$ cat src/logic/iam_consts.svh
// Constants of the indirect address mapper
// Behaviour
// RULE_01: Port accesses redirect to pointer target; no storage
// RULE_02: Pointer at a port: read zero, write dropped
// RULE_03: Pointer is high byte concatenated with low byte
// RULE_04: Pointer 0x000-0xFFF maps straight onto banked memory
// RULE_05: Pointer 0x2000-0x29AF is linear view of bank RAM
// RULE_06: Linear increment past bank block enters next bank
// RULE_07: Unimplemented linear memory reads back 0x00
// RULE_08: Common bytes are excluded from linear region
// RULE_09: Pointer MSB set selects 15-bit flash address
// RULE_10: Flash read returns low eight bits only
// RULE_11: Writes aimed at flash never change it
// RULE_12: Flash access takes one extra instruction cycle
// RULE_13: Linear offset n: bank n/80, offset 0x20+n%80
// RULE_14: Banked pointer bits 11:7 bank, 6:0 byte
`ifndef IAM_CONSTS_SVH
`define IAM_CONSTS_SVH

`define IAM_BANKED_LAST 16'h0fff
`define IAM_LIN_BASE    16'h2000
`define IAM_LIN_LAST    16'h29af
`define IAM_LIN_BLOCK   12'h050
`define IAM_LIN_OFF     7'h20
`define IAM_PORT_LAST   7'h01
`define IAM_ZERO_BYTE   8'h00
`define IAM_FLASH_BIT   15
`define IAM_NUM_BANKS   5'h1f

`endif

$ cat src/logic/iam_pkg.sv
// Types shared by the indirect address mapper
`default_nettype none
package iam_pkg;
	// Access request from the instruction datapath
	typedef struct packed {
		logic       valid;
		logic [7:0] ptr_high;
		logic [7:0] ptr_low;
		logic       we;
		logic [7:0] wdata;
	} iam_req_t;

	// Data RAM port
	typedef struct packed {
		logic        strobe;
		logic        we;
		logic [11:0] addr;
		logic [7:0]  wdata;
	} iam_ram_t;

	// Access classes after decode
	typedef enum logic [1:0] {
		KIND_RAM,
		KIND_NULL,
		KIND_FLASH
	} iam_kind_t;
endpackage
`default_nettype wire

$ cat src/logic/iam_mapper.sv
// Indirect address mapper: pointer decode, RAM and flash sequencing
`timescale 1ns/1ns
`default_nettype none
`include "iam_consts.svh"
module iam_mapper #(
	parameter logic [4:0] LIN_IMPL_BANKS = `IAM_NUM_BANKS
) (
	// Clock and reset
	input  wire logic             mclk_i,
	input  wire logic             rst_n_i,
	// Instruction datapath
	input  wire iam_pkg::iam_req_t req_i,
	output var  logic             busy_o,
	output var  logic             done_o,
	output var  logic [7:0]       rdata_o,
	// Data RAM
	output var  iam_pkg::iam_ram_t ram_o,
	input  wire logic [7:0]       ram_rdata_i,
	// Program flash
	output var  logic             flash_strobe_o,
	output var  logic [14:0]      flash_addr_o,
	input  wire logic [13:0]      flash_rdata_i
);
	import iam_pkg::*;

	typedef enum logic [1:0] {
		ST_IDLE,
		ST_ACCESS,
		ST_EXTRA,
		ST_CAPTURE
	} iam_state_t;

	iam_state_t  state_reg;
	iam_state_t  state_next;
	iam_kind_t   kind_reg;
	iam_kind_t   dec_kind;
	logic        read_reg;
	logic [15:0] ptr;
	logic [11:0] dec_addr;
	logic [11:0] lin_n;
	logic [11:0] lin_bank;
	logic [11:0] lin_rem;
	logic        accept;
	logic        is_banked;
	logic        is_linear;
	logic        is_flash;

	////////////////////////////////////////////////////////////////////
	// Decode

	// Full 16-bit pointer from its two byte registers
	assign ptr = {req_i.ptr_high, req_i.ptr_low}; // [RULE_03]
	assign accept = (state_reg == ST_IDLE) && req_i.valid;
	assign is_flash = ptr[`IAM_FLASH_BIT]; // [RULE_09]
	assign is_banked = ptr <= `IAM_BANKED_LAST; // [RULE_04]
	assign is_linear = (ptr >= `IAM_LIN_BASE) && (ptr <= `IAM_LIN_LAST); // [RULE_05]
	assign lin_n = 12'(ptr - `IAM_LIN_BASE);
	// Constant divider; the range is small enough to fold into logic
	assign lin_bank = lin_n / `IAM_LIN_BLOCK; // [RULE_13]
	assign lin_rem = lin_n % `IAM_LIN_BLOCK; // [RULE_06]

	// Classify the access and form the RAM address
	always_comb begin
		dec_kind = KIND_NULL;
		dec_addr = 12'h000;
		if (is_flash) begin
			dec_kind = KIND_FLASH; // [RULE_09]
		end else if (is_banked) begin
			dec_addr = ptr[11:0]; // [RULE_04] [RULE_14]
			// A pointer aimed at a port sees nothing behind it
			if (ptr[6:0] > `IAM_PORT_LAST) begin
				dec_kind = KIND_RAM;
			end // [RULE_02]
		end else if (is_linear) begin
			// Only the per-bank block; common bytes are never hit
			dec_addr = {lin_bank[4:0], 7'(`IAM_LIN_OFF + lin_rem[6:0])}; // [RULE_08] [RULE_13]
			if (lin_bank[4:0] < LIN_IMPL_BANKS) begin
				dec_kind = KIND_RAM;
			end // [RULE_07]
		end
	end

	////////////////////////////////////////////////////////////////////
	// Sequencer

	// Flash takes one cycle more than RAM
	always_comb begin
		state_next = state_reg;
		unique case (state_reg)
			ST_IDLE: begin
				if (req_i.valid) begin
					state_next = ST_ACCESS;
				end
			end
			ST_ACCESS: begin
				state_next = (kind_reg == KIND_FLASH) ? ST_EXTRA : ST_CAPTURE; // [RULE_12]
			end
			ST_EXTRA: begin
				state_next = ST_CAPTURE;
			end
			ST_CAPTURE: begin
				state_next = ST_IDLE;
			end
		endcase
	end

	// State and access class
	always_ff @(posedge mclk_i) begin
		if (!rst_n_i) begin
			state_reg <= ST_IDLE;
			kind_reg <= KIND_NULL;
			read_reg <= 1'b0;
		end else begin
			state_reg <= state_next;
			if (accept) begin
				kind_reg <= dec_kind;
				read_reg <= !req_i.we;
			end
		end
	end

	// Busy from the taken request until the answer
	always_ff @(posedge mclk_i) begin
		if (!rst_n_i) begin
			busy_o <= 1'b0;
		end else begin
			busy_o <= (state_next != ST_IDLE);
		end
	end

	////////////////////////////////////////////////////////////////////
	// Memory ports

	// RAM strobe lasts one cycle; null accesses never touch memory
	always_ff @(posedge mclk_i) begin
		if (!rst_n_i) begin
			ram_o <= '0;
		end else begin
			ram_o.strobe <= accept && (dec_kind == KIND_RAM); // [RULE_01] [RULE_02]
			if (accept) begin
				ram_o.we <= req_i.we;
				ram_o.addr <= dec_addr;
				ram_o.wdata <= req_i.wdata;
			end
		end
	end

	// Flash port is read only: writes are simply not issued
	always_ff @(posedge mclk_i) begin
		if (!rst_n_i) begin
			flash_strobe_o <= 1'b0;
			flash_addr_o <= 15'h0000;
		end else begin
			flash_strobe_o <= accept && is_flash && !req_i.we; // [RULE_11]
			if (accept) begin
				flash_addr_o <= ptr[14:0]; // [RULE_09]
			end
		end
	end

	////////////////////////////////////////////////////////////////////
	// Answer

	// Read data captured from the source, zero for null or write
	always_ff @(posedge mclk_i) begin
		if (!rst_n_i) begin
			done_o <= 1'b0;
			rdata_o <= `IAM_ZERO_BYTE;
		end else begin
			done_o <= (state_reg == ST_CAPTURE);
			if (state_reg == ST_CAPTURE) begin
				rdata_o <= `IAM_ZERO_BYTE; // [RULE_02] [RULE_07]
				if (read_reg && kind_reg == KIND_RAM) begin
					rdata_o <= ram_rdata_i; // [RULE_01]
				end else if (read_reg && kind_reg == KIND_FLASH) begin
					rdata_o <= flash_rdata_i[7:0]; // [RULE_10]
				end
			end
		end
	end

	////////////////////////////////////////////////////////////////////
	// Checks

	a_ram_done_time: assert property (@(posedge mclk_i) disable iff (!rst_n_i) // [RULE_01]
		ram_o.strobe |-> !done_o ##1 !done_o ##1 done_o)
		else $error("RAM answer not two cycles after strobe");

	a_flash_extra_cycle: assert property (@(posedge mclk_i) disable iff (!rst_n_i) // [RULE_12]
		(accept && is_flash) |-> ##1 !done_o [*3] ##1 done_o)
		else $error("flash access lacks its extra cycle");

	a_flash_no_write: assert property (@(posedge mclk_i) disable iff (!rst_n_i) // [RULE_11]
		(accept && is_flash && req_i.we) |=> !flash_strobe_o && !ram_o.strobe)
		else $error("flash write reached a memory port");

	a_port_self_zero: assert property (@(posedge mclk_i) disable iff (!rst_n_i) // [RULE_02]
		(accept && is_banked && ptr[6:0] <= `IAM_PORT_LAST)
		|=> !ram_o.strobe ##2 done_o && rdata_o == `IAM_ZERO_BYTE)
		else $error("port self reference not null");

	a_flash_addr_map: assert property (@(posedge mclk_i) disable iff (!rst_n_i) // [RULE_09]
		(accept && is_flash && !req_i.we) |=> flash_strobe_o && flash_addr_o == $past(ptr[14:0]))
		else $error("flash address wrong");

	a_banked_addr_map: assert property (@(posedge mclk_i) disable iff (!rst_n_i) // [RULE_04]
		(accept && is_banked && ptr[6:0] > `IAM_PORT_LAST)
		|=> ram_o.strobe && ram_o.addr == $past(ptr[11:0]))
		else $error("banked address wrong");

	a_linear_block_range: assert property (@(posedge mclk_i) disable iff (!rst_n_i) // [RULE_08]
		(accept && is_linear && dec_kind == KIND_RAM)
		|=> ram_o.addr[6:0] >= `IAM_LIN_OFF
		&& 12'(ram_o.addr[6:0]) < 12'(`IAM_LIN_OFF) + `IAM_LIN_BLOCK)
		else $error("linear access outside bank block");

	a_linear_bank_step: assert property (@(posedge mclk_i) disable iff (!rst_n_i) // [RULE_06]
		(accept && is_linear && dec_kind == KIND_RAM)
		|=> 12'(ram_o.addr[11:7]) * `IAM_LIN_BLOCK
		+ 12'(ram_o.addr[6:0] - `IAM_LIN_OFF) == $past(lin_n))
		else $error("linear offset not mapped to bank and byte");

	a_flash_low_byte: assert property (@(posedge mclk_i) disable iff (!rst_n_i) // [RULE_10]
		(state_reg == ST_CAPTURE && read_reg && kind_reg == KIND_FLASH)
		|=> done_o && rdata_o == $past(flash_rdata_i[7:0]))
		else $error("flash byte not returned");
endmodule
`default_nettype wire

$ cat config.mk
export PLATFORM = sky130hd
export DESIGN_NAME = iam_mapper
export DESIGN_NICKNAME = d
export VERILOG_FILES = /design/src/logic/iam_pkg.sv /design/src/logic/iam_mapper.sv
export VERILOG_INCLUDE_DIRS = /design/src /design/src/logic
export SDC_FILE = /design/constraint.sdc
export NUM_CORES = 1
export LEC_CHECK = 0
export BUFFER_PORTS_ARGS = -buffer_cell sky130_fd_sc_hd__buf_2
export CORE_ASPECT_RATIO = 0.5
export CORE_MARGIN = 2
export CORE_UTILIZATION = 45
export CTS_BUF_LIST = sky130_fd_sc_hd__clkbuf_8
export DETAILED_ROUTE_END_ITERATION = 12
export PLACE_DENSITY = 0.71
export SLEW_MARGIN = 20
export SYNTH_ARGS = -nofsm -noshare
export SYNTH_HDL_FRONTEND = slang
export SYNTH_SLANG_ARGS = --single-unit
$ cat constraint.sdc
create_clock -name mclk_i -period 2.4 [get_ports mclk_i]
set_clock_uncertainty 0.05 [all_clocks]
set_input_delay 0.12 -clock mclk_i [delete_from_list [all_inputs] [get_ports mclk_i]]
set_output_delay 0.12 -clock mclk_i [all_outputs]
set_load 0.005 [all_outputs]
==> impl_results.html, run 1 <==
<table>
<tr><th>Metric</th><th>Value</th></tr>
<tr><th colspan="2">Timing</th></tr>
<tr><td>Hold Slack</td><td>12.3 ps</td></tr>
<tr><td>Count of final hold-check violations</td><td>0</td></tr>
<tr><td>Number of max-slew violations in the final report</td><td>0</td></tr>
<tr><td>Setup violations, final</td><td>0</td></tr>
<tr><td>Pin slew with the least headroom to its limit</td><td>666 ps</td></tr>
<tr><td>Final Cycle Share</td><td>80.3%</td></tr>
<tr><td>Post-layout worst setup margin</td><td>473 ps</td></tr>
<tr><td>Tmin final</td><td>1930 ps</td></tr>
<tr><td>Unrepaired setup endpoints after global routing</td><td>no</td></tr>
<tr><td>Setup Total Neg Slack</td><td>0 ps</td></tr>
<tr><td>Highest attainable clock frequency</td><td>519 MHz</td></tr>
<tr><td>Worst rel slew slack</td><td>55.6%</td></tr>
<tr><th colspan="2">GRT</th></tr>
<tr><td>Gr usage total</td><td>19.5%</td></tr>
<tr><td>First-pass GRT wire length</td><td>10,800 µm</td></tr>
<tr><td>Via count of the first global-routing pass</td><td>2,274</td></tr>
<tr><td>Number of antenna violations at the first check in global routing</td><td>0</td></tr>
<tr><td>GRT overflow</td><td>0</td></tr>
<tr><td>Pin count of the biggest net entering global routing</td><td>47</td></tr>
<tr><th colspan="2">Place</th></tr>
<tr><td>Post-placement setup slack</td><td>178 ps</td></tr>
<tr><td>Detailed Place HPWL</td><td>4700 µm</td></tr>
<tr><td>Placer's final routability congestion estimate</td><td>0.859</td></tr>
<tr><td>Number of placed cells counting well taps</td><td>512</td></tr>
<tr><td>Dpl cell area</td><td>0.00329 mm²</td></tr>
<tr><td>Count of input and output buffers</td><td>91</td></tr>
<tr><th colspan="2">Critical path</th></tr>
<tr><td>Cells traversed along the worst timing path</td><td>buf_2 -&gt; nand2b_1 -&gt; and2_1 -&gt; a221oi_1 -&gt; o211a_2 -&gt; maj3_2 -&gt; a22oi_2 -&gt; xor2_1 -&gt; o21ai_1</td></tr>
<tr><td>Reg-to-reg critical path startpoint</td><td>state_reg[0]</td></tr>
<tr><td>Crit-path max cell delay</td><td>330 ps</td></tr>
<tr><td>Max Fanout on Critical Path</td><td>16</td></tr>
<tr><td>Cell class contributing the biggest share of worst-path delay</td><td>compound AO/OA/AOI/OAI gates</td></tr>
<tr><td>Arrival time at the worst endpoint</td><td>2080 ps</td></tr>
<tr><td>Reg-to-reg endpoint</td><td>ram_o[16]</td></tr>
<tr><td>Highest-delay cell along the critical path</td><td>nand2b_1</td></tr>
<tr><td>Capture point of the worst path</td><td>ram_o[12]</td></tr>
<tr><td>Data required time at the worst endpoint</td><td>2560 ps</td></tr>
<tr><td>CP startpoint kind</td><td>input pin</td></tr>
<tr><td>Crit. Startpoint</td><td>req_i[18]</td></tr>
<tr><td>Number of cell instances on the worst register-to-register path</td><td>7</td></tr>
<tr><td>Sort of element at the end of the critical path</td><td>register</td></tr>
<tr><td>CP Depth</td><td>9</td></tr>
<tr><td>Buffers &amp; Inverters on Critical Path</td><td>1</td></tr>
<tr><td>R2r setup slk</td><td>610 ps</td></tr>
<tr><td>Worst Setup Path Type</td><td>in2reg</td></tr>
<tr><th colspan="2">Final layout</th></tr>
<tr><td>Multi-input logic area</td><td>0.00155 mm²</td></tr>
<tr><td>Most common cell after layout, fill and taps aside</td><td>buf_2</td></tr>
<tr><td>Cell area after layout</td><td>0.00348 mm²</td></tr>
<tr><td>Final instance count without filler cells</td><td>528</td></tr>
<tr><td>Max FFs per register</td><td>22</td></tr>
<tr><td>Growth of design area from synthesis to finish</td><td>24.2%</td></tr>
<tr><td>Filler Cell Count</td><td>591</td></tr>
<tr><td>Area of all sequential standard cells</td><td>0.00106 mm²</td></tr>
<tr><td>Share of final-layout standard cells stronger than drive strength 1</td><td>25.7%</td></tr>
<tr><td>Antenna cells</td><td>0</td></tr>
<tr><td>Registers with the highest flip-flop counts</td><td>ram_o (22), flash_addr_o (15), rdata_o (8)</td></tr>
<tr><td>Final net count</td><td>493</td></tr>
<tr><td>Core Util, Final</td><td>57.7%</td></tr>
<tr><td>Most frequent cells in the layout</td><td>buf_2 (91), nand2_1 (77), dfxtp_1 (53)</td></tr>
<tr><td>Largest Register</td><td>ram_o</td></tr>
<tr><th colspan="2">Run status</th></tr>
<tr><td>Result of the run</td><td>completed</td></tr>
<tr><th colspan="2">Job</th></tr>
<tr><td>Number of maximum-capacitance constraint violations</td><td>0</td></tr>
<tr><th colspan="2">Routing</th></tr>
<tr><td>Top layer used by detailed routing</td><td>met4</td></tr>
<tr><td>Detailed-route vias per instance</td><td>5.06</td></tr>
<tr><td>Total length of routed met3 wires</td><td>295 µm</td></tr>
<tr><td>Wire length on met2</td><td>3050 µm</td></tr>
<tr><td>Number of nets with antenna violations after detailed routing</td><td>0</td></tr>
<tr><td>WL met1</td><td>3340 µm</td></tr>
<tr><td>Number of DRC markers in iteration 0</td><td>159</td></tr>
<tr><td>Total detailed-routing wirelength</td><td>6770 µm</td></tr>
<tr><td>1st-pass router iterations</td><td>4</td></tr>
<tr><td>Via count</td><td>2,672</td></tr>
<tr><td>DRC errors left</td><td>0</td></tr>
<tr><td>Final routed wire length divided by cell count</td><td>12.8 µm</td></tr>
<tr><th colspan="2">Power</th></tr>
<tr><td>Power Density</td><td>676 mW/mm²</td></tr>
<tr><td>Worst IR drop on VDD</td><td>0.288 mV</td></tr>
<tr><td>Clock group share of total power</td><td>25.6%</td></tr>
<tr><td>Switching share of power</td><td>32.0%</td></tr>
<tr><td>Switching power total</td><td>0.754 mW</td></tr>
<tr><td>Portion of total power attributed to combinational logic</td><td>30.1%</td></tr>
<tr><td>Final Power</td><td>2.35 mW</td></tr>
<tr><td>Static Leakage</td><td>1.56 nW</td></tr>
<tr><td>Int Power</td><td>1.60 mW</td></tr>
<tr><td>Sequential Power Share</td><td>44.3%</td></tr>
<tr><th colspan="2">Synthesis</th></tr>
<tr><td>Compound-gate portion of the synthesized area</td><td>23.3%</td></tr>
<tr><td>Sequential fraction of the synthesis area</td><td>37.9%</td></tr>
<tr><td>Synth Cell Area</td><td>0.00280 mm²</td></tr>
<tr><td>Most used flip-flop cell after synthesis</td><td>dfxtp_1</td></tr>
<tr><td>Main combinational cell family by area after synthesis</td><td>simple AND/OR/NAND/NOR gates</td></tr>
<tr><td>Number of enable-type register cells in the synthesized netlist</td><td>0</td></tr>
<tr><td>Synth async-reset ratio</td><td>0%</td></tr>
<tr><td>Xor/xnor share of the synthesized area</td><td>1.25%</td></tr>
<tr><td>Synth Warn #</td><td>0</td></tr>
<tr><td>Net Count, Synth</td><td>408</td></tr>
<tr><td>Syn Area/Cell</td><td>7.91 µm²</td></tr>
<tr><td>Multiplexer share of the synthesized area</td><td>3.22%</td></tr>
<tr><td>Register bit count reported by yosys</td><td>53</td></tr>
<tr><td>Number of distinct library cells after synthesis</td><td>60</td></tr>
<tr><td>Arithmetic-cell share of the synthesized area counting full adders, half adders and majority gates</td><td>2.19%</td></tr>
<tr><td>Mapped Cells</td><td>354</td></tr>
<tr><td>Share of synthesized cell area in and, or, nand and nor gates</td><td>25.4%</td></tr>
<tr><th colspan="2">Floorplan</th></tr>
<tr><td>Number of placement rows</td><td>20</td></tr>
<tr><td>Number of top-level pins</td><td>98</td></tr>
<tr><td>Die Y</td><td>59.8 µm</td></tr>
<tr><td>Horizontal die dimension</td><td>116 µm</td></tr>
<tr><td>Core Box Area</td><td>0.00603 mm²</td></tr>
<tr><td>Initial cell density of the core</td><td>46.5%</td></tr>
<tr><td>Die ar.</td><td>0.00691 mm²</td></tr>
<tr><th colspan="2">Clock network</th></tr>
<tr><td>Deepest level of the CTS H-tree</td><td>2</td></tr>
<tr><td>Setup fix buffers added after clock tree synthesis</td><td>0</td></tr>
<tr><td>Clock tree from TritonCTS</td><td>yes</td></tr>
<tr><td>Clk root buf</td><td>clkbuf_8</td></tr>
<tr><td>Clock insertion delay at the later pin of the skew report</td><td>300 ps</td></tr>
<tr><td>Cts hold-fix bufs</td><td>8</td></tr>
<tr><td>Clock transition at the register clock pins on the worst setup and hold paths after CTS</td><td>100 ps</td></tr>
<tr><td>Num Clock Sinks</td><td>53</td></tr>
<tr><td>Post-CTS Resized</td><td>0</td></tr>
<tr><td>Number of buffers created by CTS</td><td>5</td></tr>
<tr><td>Clock Tree Buf Depth</td><td>2</td></tr>
<tr><th colspan="2">Hold path</th></tr>
<tr><td>Beginning of the worst hold path</td><td>req_i[3]</td></tr>
<tr><td>Hold Path Class</td><td>in2reg</td></tr>
</table>
## layout make-up
type | instances | area share (%)
well taps | 88 | 3.16
clock inverters | 3 | 1.22
clock buffers | 5 | 1.98
repair buffers | 107 | 17.1
inverters | 14 | 1.51
multi-input cells | 258 | 44.5
flip-flops and latches | 53 | 30.5
## metal layers
| layer | vias to the layer above | global-route usage, % |
|---|---|---|
| li1 | 1391 | - |
| met1 | 1210 | 27.0 |
| met2 | 64 | 31.2 |
| met3 | 7 | 3.04 |
| met4 | 0 | 6.54 |
| met5 | - | 0 |
## cells by family after synthesis
logic type / count (synthesis)
DFF: 53
xor gates and xnor gates: 4
AOI/OAI and AO/OA: 93
muxes: 9
and+or+nand+nor: 147
buffers and inverters: 43
adders and majority gates: 5
## worst min path at each step
stage	end	slack, ps	cells past startpoint
5_1_grt	ram_o[11]	10	2
3_3_place_gp	flash_strobe_o	290	2
4_1_cts	ram_o[11]	0.09	2
6_report	ram_o[3]	10	3
2_1_floorplan	flash_strobe_o	150	1
3_5_place_dp	flash_strobe_o	290	2
## Yosys cell counts, drive strengths merged (4+ instances only)
| library cell | n | area (µm²) |
|---|---|---|
| a21oi | 10 | 50.1 |
| buf | 13 | 78.8 |
| nand2b | 4 | 25.0 |
| o22ai | 8 | 50.1 |
| a22o | 4 | 35.0 |
| o21ai | 18 | 90.1 |
| dfxtp | 53 | 1060 |
| nor3b | 4 | 30.0 |
| ha | 4 | 50.1 |
| and2 | 15 | 93.8 |
| nand2 | 77 | 289 |
| inv | 14 | 52.6 |
| a21boi | 28 | 210 |
| clkbuf | 16 | 60.1 |
| nor2 | 13 | 48.8 |
| mux2i | 9 | 90.1 |
| nor3 | 8 | 40.0 |
## tightest hold or removal path: stages
cell	delay, ps
buf_2	90
nand2_1	50
a21boi_0	60
## power by group through the flow
stage          Sequential [mW]  Combinational, mW  Clock [mW]
2_1_floorplan             1.07              0.445           0
3_3_place_gp              1.06              0.686           0
3_5_place_dp              1.06              0.698           0
4_1_cts                   1.04              0.712       0.620
5_1_grt                   1.06              0.796       0.648
6_report                  1.04              0.708       0.603
Note: power is estimated with default switching activity, not from simulation.
==> run 2: changes to the inputs <==
--- a/config.mk
+++ b/config.mk
@@ -12,7 +12,7 @@
 export CORE_UTILIZATION = 45
 export CTS_BUF_LIST = sky130_fd_sc_hd__clkbuf_8
 export DETAILED_ROUTE_END_ITERATION = 12
-export PLACE_DENSITY = 0.71
+export PLACE_DENSITY = 0.74
 export SLEW_MARGIN = 20
 export SYNTH_ARGS = -nofsm -noshare
 export SYNTH_HDL_FRONTEND = slang
==> constraint.sdc (replaced) <==
create_clock -name mclk_i -period 1.6 [get_ports mclk_i]
set_clock_uncertainty 0.05 [all_clocks]
set_input_delay 0.08 -clock mclk_i [delete_from_list [all_inputs] [get_ports mclk_i]]
set_output_delay 0.08 -clock mclk_i [all_outputs]
set_load 0.005 [all_outputs]
==> run 2 against run 1 <==
Against the previous run:
- first-iteration DRC count grew 24%
- total power grew 58%
- clock-buffer cell count is the same
- die area is the same
- clock power grew 30%
- sequential share of layout area shrank 4.7 points
- largest cell class unchanged
==> impl_results.html, run 2 (synthesized netlist as in run 1, its figures left out) <==
<table>
<tr><th>Metric</th><th>Value</th></tr>
<tr><th colspan="2">Run status</th></tr>
<tr><td>Result of the run</td><td>completed (unchanged)</td></tr>
<tr><th colspan="2">Critical path</th></tr>
<tr><td>CP startpoint kind</td><td>input pin (unchanged)</td></tr>
<tr><td>Reg-to-reg critical path startpoint</td><td>state_reg[1] (was state_reg[0])</td></tr>
<tr><td>Data required time at the worst endpoint</td><td>1770 ps (was 2560 ps)</td></tr>
<tr><td>Number of cell instances on the worst register-to-register path</td><td>6 (was 7)</td></tr>
<tr><td>Reg-to-reg endpoint</td><td>busy_o (was ram_o[16])</td></tr>
<tr><td>Worst Setup Path Type</td><td>in2reg (unchanged)</td></tr>
<tr><td>Max Fanout on Critical Path</td><td>7 (was 16)</td></tr>
<tr><td>Sort of element at the end of the critical path</td><td>register (unchanged)</td></tr>
<tr><td>Arrival time at the worst endpoint</td><td>1730 ps (was 2080 ps)</td></tr>
<tr><td>R2r setup slk</td><td>60 ps (was 610 ps)</td></tr>
<tr><th colspan="2">Power</th></tr>
<tr><td>Static Leakage</td><td>1.87 nW (was 1.56 nW)</td></tr>
<tr><td>Power Density</td><td>904 mW/mm² (was 676 mW/mm²)</td></tr>
<tr><td>Worst IR drop on VDD</td><td>0.404 mV (was 0.288 mV)</td></tr>
<tr><th colspan="2">GRT</th></tr>
<tr><td>Gr usage total</td><td>21.4% (was 19.5%)</td></tr>
<tr><td>GRT overflow</td><td>0 (unchanged)</td></tr>
<tr><td>First-pass GRT wire length</td><td>11,800 µm (was 10,800 µm)</td></tr>
<tr><td>Number of antenna violations at the first check in global routing</td><td>0 (unchanged)</td></tr>
<tr><td>Pin count of the biggest net entering global routing</td><td>29 (was 47)</td></tr>
<tr><td>Via count of the first global-routing pass</td><td>2,623 (was 2,274)</td></tr>
<tr><th colspan="2">Final layout</th></tr>
<tr><td>Cell area after layout</td><td>0.00412 mm² (was 0.00348 mm²)</td></tr>
<tr><td>Final instance count without filler cells</td><td>581 (was 528)</td></tr>
<tr><td>Most common cell after layout, fill and taps aside</td><td>buf_2 (unchanged)</td></tr>
<tr><td>Registers with the highest flip-flop counts</td><td>ram_o (22), flash_addr_o (15), rdata_o (8) (unchanged)</td></tr>
<tr><td>Antenna cells</td><td>0 (unchanged)</td></tr>
<tr><td>Largest Register</td><td>ram_o (unchanged)</td></tr>
<tr><td>Growth of design area from synthesis to finish</td><td>47.1% (was 24.2%)</td></tr>
<tr><td>Most frequent cells in the layout</td><td>buf_2 (86), nand2_1 (77), dfxtp_1 (51) (was buf_2 (91), nand2_1 (77), dfxtp_1 (53))</td></tr>
<tr><td>Max FFs per register</td><td>22 (unchanged)</td></tr>
<tr><td>Final net count</td><td>546 (was 493)</td></tr>
<tr><td>Core Util, Final</td><td>68.3% (was 57.7%)</td></tr>
<tr><td>Share of final-layout standard cells stronger than drive strength 1</td><td>38.1% (was 25.7%)</td></tr>
<tr><th colspan="2">Floorplan</th></tr>
<tr><td>Horizontal die dimension</td><td>116 µm (unchanged)</td></tr>
<tr><td>Core Box Area</td><td>0.00603 mm² (unchanged)</td></tr>
<tr><td>Number of placement rows</td><td>20 (unchanged)</td></tr>
<tr><td>Die ar.</td><td>0.00691 mm² (unchanged)</td></tr>
<tr><td>Die Y</td><td>59.8 µm (unchanged)</td></tr>
<tr><td>Initial cell density of the core</td><td>46.5% (unchanged)</td></tr>
<tr><td>Number of top-level pins</td><td>98 (unchanged)</td></tr>
<tr><th colspan="2">Routing</th></tr>
<tr><td>Number of DRC markers in iteration 0</td><td>197 (was 159)</td></tr>
<tr><td>Via count</td><td>2,935 (was 2,672)</td></tr>
<tr><td>Detailed-route vias per instance</td><td>5.05 (was 5.06)</td></tr>
<tr><td>Final routed wire length divided by cell count</td><td>13.3 µm (was 12.8 µm)</td></tr>
<tr><td>DRC errors left</td><td>0 (unchanged)</td></tr>
<tr><td>Number of nets with antenna violations after detailed routing</td><td>0 (unchanged)</td></tr>
<tr><td>Total detailed-routing wirelength</td><td>7730 µm (was 6770 µm)</td></tr>
<tr><td>1st-pass router iterations</td><td>4 (unchanged)</td></tr>
<tr><th colspan="2">Place</th></tr>
<tr><td>Number of placed cells counting well taps</td><td>555 (was 512)</td></tr>
<tr><td>Count of input and output buffers</td><td>91 (unchanged)</td></tr>
<tr><td>Placer's final routability congestion estimate</td><td>0.920 (was 0.859)</td></tr>
<tr><td>Dpl cell area</td><td>0.00364 mm² (was 0.00329 mm²)</td></tr>
<tr><td>Detailed Place HPWL</td><td>5480 µm (was 4700 µm)</td></tr>
<tr><th colspan="2">Clock network</th></tr>
<tr><td>Number of buffers created by CTS</td><td>5 (unchanged)</td></tr>
<tr><td>Clk root buf</td><td>clkbuf_8 (unchanged)</td></tr>
<tr><td>Clock tree from TritonCTS</td><td>yes (unchanged)</td></tr>
<tr><td>Clock Tree Buf Depth</td><td>2 (unchanged)</td></tr>
<tr><td>Deepest level of the CTS H-tree</td><td>2 (unchanged)</td></tr>
<tr><td>Clock transition at the register clock pins on the worst setup and hold paths after CTS</td><td>100 ps (about the same)</td></tr>
<tr><td>Num Clock Sinks</td><td>53 (unchanged)</td></tr>
<tr><td>Clock insertion delay at the later pin of the skew report</td><td>310 ps (was 300 ps)</td></tr>
<tr><th colspan="2">Timing</th></tr>
<tr><td>Final Cycle Share</td><td>97.4%</td></tr>
<tr><td>Worst rel slew slack</td><td>69.6% (was 55.6%)</td></tr>
<tr><td>Count of final hold-check violations</td><td>0 (unchanged)</td></tr>
<tr><td>Pin slew with the least headroom to its limit</td><td>452 ps (was 666 ps)</td></tr>
<tr><td>Setup violations, final</td><td>0 (unchanged)</td></tr>
<tr><td>Highest attainable clock frequency</td><td>642 MHz</td></tr>
<tr><td>Tmin final</td><td>1560 ps</td></tr>
<tr><td>Unrepaired setup endpoints after global routing</td><td>yes (was no)</td></tr>
<tr><td>Number of max-slew violations in the final report</td><td>0 (unchanged)</td></tr>
<tr><th colspan="2">Hold path</th></tr>
<tr><td>Min-Delay Endpoint</td><td>rdata_o[4] (was ram_o[3])</td></tr>
<tr><td>Beginning of the worst hold path</td><td>ram_rdata_i[4] (was req_i[3])</td></tr>
<tr><td>Hold Path Class</td><td>in2reg (unchanged)</td></tr>
<tr><td>Hold Path Depth</td><td>4 (was 3)</td></tr>
<tr><th colspan="2">Job</th></tr>
<tr><td>Number of maximum-capacitance constraint violations</td><td>0 (unchanged)</td></tr>
</table>
==> run 2: worst max-delay path by stage <==
stage	from	to	slack, ps	depth (start not counted)
2_1_floorplan	req_i[19]	ram_o[15]	-200	8
3_3_place_gp	req_i[18]	ram_o[14]	-370	11
3_5_place_dp	req_i[18]	ram_o[15]	-390	10
4_1_cts	req_i[17]	ram_o[15]	-5	9
5_1_grt	req_i[20]	ram_o[12]	-30	8
6_report	req_i[20]	ram_o[15]	40	8
==> run 2: worst max-delay path, stage by stage <==
cell,delay (ps)
buf_12,110
nand2b_2,210
or3_4,390
o211a_4,160
maj3_2,300
a22oi_2,220
a21oi_1,90
a21o_1,150
==> run 2: final cells by class <==
| class | count | area, µm² |
|---|---|---|
| Fill cell | 520 | 1910 |
| Multi-Input combinational cell | 258 | 1710 |
| Timing Repair Buffer | 160 | 1090 |
| Sequential cell | 53 | 1060 |
| Tap cell | 88 | 110 |
| Clock buffer | 5 | 68.8 |
| Inverter | 14 | 52.6 |
| Clock inverter | 3 | 25.0 |
==> run 2: repair_timing <==
item,CTS,global route
setup buffers,0,3
hold buffers,15,0
endpoints found under the setup margin,7,13
pin swaps,5,21
gates resized for setup,10,51
hold endpoints to repair,20,0
==> run 2: layer usage <==
| layer | share of wire (%) | GRT usage [%] | vias to the layer above |
|---|---|---|---|
| met5 | 0 | 0 | - |
| li1 | - | - | 1495 |
| met1 | 46 | 27.4 | 1355 |
| met2 | 48 | 38.3 | 79 |
| met3 | 5.3 | 3.14 | 6 |
| met4 | 0.74 | 5.85 | 0 |
==> run 2: power by group <==
part	total, mW	switching [mW]	internal (mW)
sequential	1.57	0.0779	1.49
combinational	1.37	0.696	0.670
clock	0.786	0.469	0.317
total	3.72	1.24	2.48
==> run 2: metrics by stage <==
| stage | TNS (ps) | hold slack (ps) | power, mW | setup WS [ps] |
|---|---|---|---|---|
| after floorplan | -500 | 107 | 2.29 | -198 |
| after global placement | -2770 | 253 | 2.77 | -373 |
| after detailed placement | -2730 | 253 | 2.80 | -385 |
| after CTS | -4.98 | 79.2 | 3.62 | -4.73 |
| after global routing | -71.9 | 108 | 3.95 | -29.4 |
| final | 0 | 81.3 | 3.72 | 41.8 |
==> run 3: changes to the inputs <==
--- a/config.mk
+++ b/config.mk
@@ -6,12 +6,14 @@
 export SDC_FILE = /design/constraint.sdc
 export NUM_CORES = 1
 export LEC_CHECK = 0
+export ABC_CLOCK_PERIOD_IN_PS = 1600
 export BUFFER_PORTS_ARGS = -buffer_cell sky130_fd_sc_hd__buf_2
 export CORE_ASPECT_RATIO = 0.5
-export CORE_MARGIN = 2
+export CORE_MARGIN = 5
 export CORE_UTILIZATION = 45
 export CTS_BUF_LIST = sky130_fd_sc_hd__clkbuf_8
 export DETAILED_ROUTE_END_ITERATION = 12
+export GPL_TIMING_DRIVEN = 0
 export PLACE_DENSITY = 0.74
 export SLEW_MARGIN = 20
 export SYNTH_ARGS = -nofsm -noshare
==> run 3 against run 2 <==
Against the previous run:
- the run now ends with negative setup slack left
- critical path type unchanged
- flip-flop and latch count stayed put
- final area is 1.6% lower
- critical path depth is 1 higher
- wire length is 5.2% higher
- fmax is 7.5% lower
- worst hold slack worse by 72 ps
- sequential share of layout area is 0.46 points higher
- largest cell class unchanged
- total power is 5.1% higher
==> impl_results.html, run 3 (synthesized netlist as in run 1, its figures left out) <==
<table>
<tr><th>Metric</th><th>Value</th></tr>
<tr><th colspan="2">Run status</th></tr>
<tr><td>Result of the run</td><td>complete, but fails checks (was completed)</td></tr>
<tr><td>Violations in the final reports</td><td>negative setup slack</td></tr>
<tr><th colspan="2">GRT</th></tr>
<tr><td>Number of antenna violations at the first check in global routing</td><td>0 (unchanged)</td></tr>
<tr><td>Gr usage total</td><td>19.2% (was 21.4%)</td></tr>
<tr><td>Via count of the first global-routing pass</td><td>2,677 (was 2,623)</td></tr>
<tr><td>First-pass GRT wire length</td><td>12,500 µm (was 11,800 µm)</td></tr>
<tr><td>Pin count of the biggest net entering global routing</td><td>16 (was 29)</td></tr>
<tr><td>GRT overflow</td><td>0 (unchanged)</td></tr>
<tr><th colspan="2">Critical path</th></tr>
<tr><td>Worst Setup Path Type</td><td>in2reg (unchanged)</td></tr>
<tr><td>Crit-path max cell delay</td><td>530 ps (was 390 ps)</td></tr>
<tr><td>Max Fanout on Critical Path</td><td>5 (was 7)</td></tr>
<tr><td>Buffers &amp; Inverters on Critical Path</td><td>1 (unchanged)</td></tr>
<tr><td>Highest-delay cell along the critical path</td><td>or4b_4 (was or3_4)</td></tr>
<tr><td>Cells traversed along the worst timing path</td><td>buf_8 -&gt; nand2b_4 -&gt; or4b_4 -&gt; a32oi_2 -&gt; or2_4 -&gt; o31ai_4 -&gt; a22oi_2 -&gt; xor2_1 -&gt; o21ai_1 (was buf_12 -&gt; nand2b_2 -&gt; or3_4 -&gt; o211a_4 -&gt; maj3_2 -&gt; a22oi_2 -&gt; a21oi_1 -&gt; a21o_1)</td></tr>
<tr><td>Arrival time at the worst endpoint</td><td>1830 ps (was 1730 ps)</td></tr>
<tr><td>Cell class contributing the biggest share of worst-path delay</td><td>simple AND/OR/NAND/NOR gates (was compound AO/OA/AOI/OAI gates)</td></tr>
<tr><td>Data required time at the worst endpoint</td><td>1750 ps (was 1770 ps)</td></tr>
<tr><td>CP startpoint kind</td><td>input pin (unchanged)</td></tr>
<tr><td>Sort of element at the end of the critical path</td><td>register (unchanged)</td></tr>
<tr><th colspan="2">Clock network</th></tr>
<tr><td>Clock transition at the register clock pins on the worst setup and hold paths after CTS</td><td>90 ps (was 100 ps)</td></tr>
<tr><td>Clock Tree Buf Depth</td><td>2 (unchanged)</td></tr>
<tr><td>Clk root buf</td><td>clkbuf_8 (unchanged)</td></tr>
<tr><td>Clock tree from TritonCTS</td><td>yes (unchanged)</td></tr>
<tr><td>Num Clock Sinks</td><td>53 (unchanged)</td></tr>
<tr><td>Clock insertion delay at the later pin of the skew report</td><td>300 ps (was 310 ps)</td></tr>
<tr><td>Deepest level of the CTS H-tree</td><td>2 (unchanged)</td></tr>
<tr><td>Number of buffers created by CTS</td><td>5 (unchanged)</td></tr>
<tr><th colspan="2">Timing</th></tr>
<tr><td>Hold Slack</td><td>9.77 ps (was 81.3 ps)</td></tr>
<tr><td>Number of max-slew violations in the final report</td><td>0 (unchanged)</td></tr>
<tr><td>Setup Total Neg Slack</td><td>-163 ps (was 0 ps)</td></tr>
<tr><td>Tmin final</td><td>1680 ps (was 1560 ps)</td></tr>
<tr><td>Setup violations, final</td><td>3 (was 0)</td></tr>
<tr><td>Pin slew with the least headroom to its limit</td><td>582 ps (was 452 ps)</td></tr>
<tr><td>Final Cycle Share</td><td>105% (was 97.4%)</td></tr>
<tr><td>Worst rel slew slack</td><td>60.9% (was 69.6%)</td></tr>
<tr><td>Unrepaired setup endpoints after global routing</td><td>yes (unchanged)</td></tr>
<tr><td>Count of final hold-check violations</td><td>0 (unchanged)</td></tr>
<tr><td>Post-layout worst setup margin</td><td>-84.0 ps (was 41.8 ps)</td></tr>
<tr><td>Highest attainable clock frequency</td><td>594 MHz (was 642 MHz)</td></tr>
<tr><th colspan="2">Final layout</th></tr>
<tr><td>Filler Cell Count</td><td>548 (was 520)</td></tr>
<tr><td>Most frequent cells in the layout</td><td>buf_2 (92), nand2_1 (77), dfxtp_1 (50) (was buf_2 (86), nand2_1 (77), dfxtp_1 (51))</td></tr>
<tr><td>Final net count</td><td>539 (was 546)</td></tr>
<tr><td>Most common cell after layout, fill and taps aside</td><td>buf_2 (unchanged)</td></tr>
<tr><td>Largest Register</td><td>ram_o (unchanged)</td></tr>
<tr><td>Share of final-layout standard cells stronger than drive strength 1</td><td>36.4% (was 38.1%)</td></tr>
<tr><td>Registers with the highest flip-flop counts</td><td>ram_o (22), flash_addr_o (15), rdata_o (8) (unchanged)</td></tr>
<tr><td>Antenna cells</td><td>0 (unchanged)</td></tr>
<tr><td>Core Util, Final</td><td>66.9% (was 68.3%)</td></tr>
<tr><td>Max FFs per register</td><td>22 (unchanged)</td></tr>
<tr><td>Growth of design area from synthesis to finish</td><td>44.7% (was 47.1%)</td></tr>
<tr><th colspan="2">Power</th></tr>
<tr><td>Static Leakage</td><td>1.81 nW (was 1.87 nW)</td></tr>
<tr><td>Switching power total</td><td>1.22 mW (was 1.24 mW)</td></tr>
<tr><td>Switching share of power</td><td>31.1% (was 33.4%)</td></tr>
<tr><td>Clock group share of total power</td><td>23.4% (was 21.1%)</td></tr>
<tr><td>Worst IR drop on VDD</td><td>0.410 mV (was 0.404 mV)</td></tr>
<tr><td>Portion of total power attributed to combinational logic</td><td>35.9% (was 36.7%)</td></tr>
<tr><td>Sequential Power Share</td><td>40.7% (was 42.2%)</td></tr>
<tr><td>Int Power</td><td>2.69 mW (was 2.48 mW)</td></tr>
<tr><td>Power Density</td><td>965 mW/mm² (was 904 mW/mm²)</td></tr>
<tr><th colspan="2">Floorplan</th></tr>
<tr><td>Initial cell density of the core</td><td>46.3% (was 46.5%)</td></tr>
<tr><td>Core Box Area</td><td>0.00606 mm² (was 0.00603 mm²)</td></tr>
<tr><td>Die Y</td><td>65.8 µm (was 59.8 µm)</td></tr>
<tr><td>Horizontal die dimension</td><td>122 µm (was 116 µm)</td></tr>
<tr><td>Number of placement rows</td><td>20 (unchanged)</td></tr>
<tr><td>Die ar.</td><td>0.00800 mm² (was 0.00691 mm²)</td></tr>
<tr><td>Number of top-level pins</td><td>98 (unchanged)</td></tr>
<tr><th colspan="2">Routing</th></tr>
<tr><td>1st-pass router iterations</td><td>4 (unchanged)</td></tr>
<tr><td>DRC errors left</td><td>0 (unchanged)</td></tr>
<tr><td>Detailed-route vias per instance</td><td>5.10 (was 5.05)</td></tr>
<tr><td>Via count</td><td>2,927 (was 2,935)</td></tr>
<tr><td>Total detailed-routing wirelength</td><td>8130 µm (was 7730 µm)</td></tr>
<tr><td>Final routed wire length divided by cell count</td><td>14.2 µm (was 13.3 µm)</td></tr>
<tr><td>Number of DRC markers in iteration 0</td><td>169 (was 197)</td></tr>
<tr><td>Number of nets with antenna violations after detailed routing</td><td>0 (unchanged)</td></tr>
<tr><th colspan="2">Place</th></tr>
<tr><td>Post-placement setup slack</td><td>-588 ps (was -385 ps)</td></tr>
<tr><td>Placer's final routability congestion estimate</td><td>0.815 (was 0.920)</td></tr>
<tr><td>Count of input and output buffers</td><td>89 (was 91)</td></tr>
<tr><td>Detailed Place HPWL</td><td>5350 µm (was 5480 µm)</td></tr>
<tr><th colspan="2">Job</th></tr>
<tr><td>Number of maximum-capacitance constraint violations</td><td>0 (unchanged)</td></tr>
<tr><th colspan="2">Hold path</th></tr>
<tr><td>Hold Path Class</td><td>in2reg (unchanged)</td></tr>
</table>
## run 3: changes by cell type in the layout (fill, tap and decap cells not counted), sizes merged
cell and delta:
buf -22, bufinv +1, clkbuf +16, clkinv -1, clkinvlp -1
## run 3: what timing repair did
action                     CTS  global route
cloned                       0             3
buffers inserted            11            11
pin swaps                    8            18
setup endpoints to repair   48            48
hold endpoints to repair    15             0
hold buffers                15             0
resized for setup           23            51
## run 3: final cells by class
cell class              count  area [µm²]  share of cell area [%]
plain buffers              24         161                    3.98
clock buffers               6        82.6                    2.04
clock inverters             2        33.8                   0.834
inverters                  14        52.6                    1.30
multi-input cells         258        1710                    42.2
flip-flops and latches     53        1060                    26.3
well taps                  88         110                    2.72
repair buffers            129         837                    20.7
## run 3: worst paths after layout
| path | from | to | slack (ps) | depth (start not counted) |
|---|---|---|---|---|
| setup reg to reg | state_reg[1] | ram_o[17] | -20 | 7 |
| hold reg to reg | ram_o[15] | ram_o[15] | 400 | 1 |
| setup / recovery | req_i[18] | ram_o[12] | -80 | 9 |
| hold / removal | req_i[21] | flash_addr_o[12] | 10 | 3 |
## run 3: power groups by stage
stage / Sequential, mW / Clock [mW] / Combinational (mW)
final: 1.59 / 0.915 / 1.40
after global routing: 1.62 / 1.00 / 1.56
after CTS: 1.59 / 0.934 / 1.22
after global placement: 1.59 / 0 / 1.06
after detailed placement: 1.59 / 0 / 1.07
after floorplan: 1.61 / 0 / 0.684
## run 3: stage by stage
step | cells | power, mW | area, µm²
after detailed placement | 531 | 2.67 | 3390
after global placement | 531 | 2.66 | 3390
after global routing | 574 | 4.18 | 4050
final | 574 | 3.91 | 4050
after CTS | 564 | 3.75 | 3820
after floorplan | 354 | 2.29 | 2830
## run 3: routing by layer
| layer | track usage (%) | vias up | wire (µm) | share of wire [%] |
|---|---|---|---|---|
| li1 | - | 1483 | - | - |
| met1 | 24.5 | 1368 | 3540 | 43 |
| met2 | 33.3 | 69 | 4090 | 50 |
| met3 | 3.68 | 7 | 444 | 5.5 |
| met4 | 5.31 | 0 | 63 | 0.77 |
| met5 | 0 | - | 0 | 0 |
## run 3: worst min-delay path: stages
cell,delay (ps)
buf_2,120
nand2_1,50
a21boi_0,60
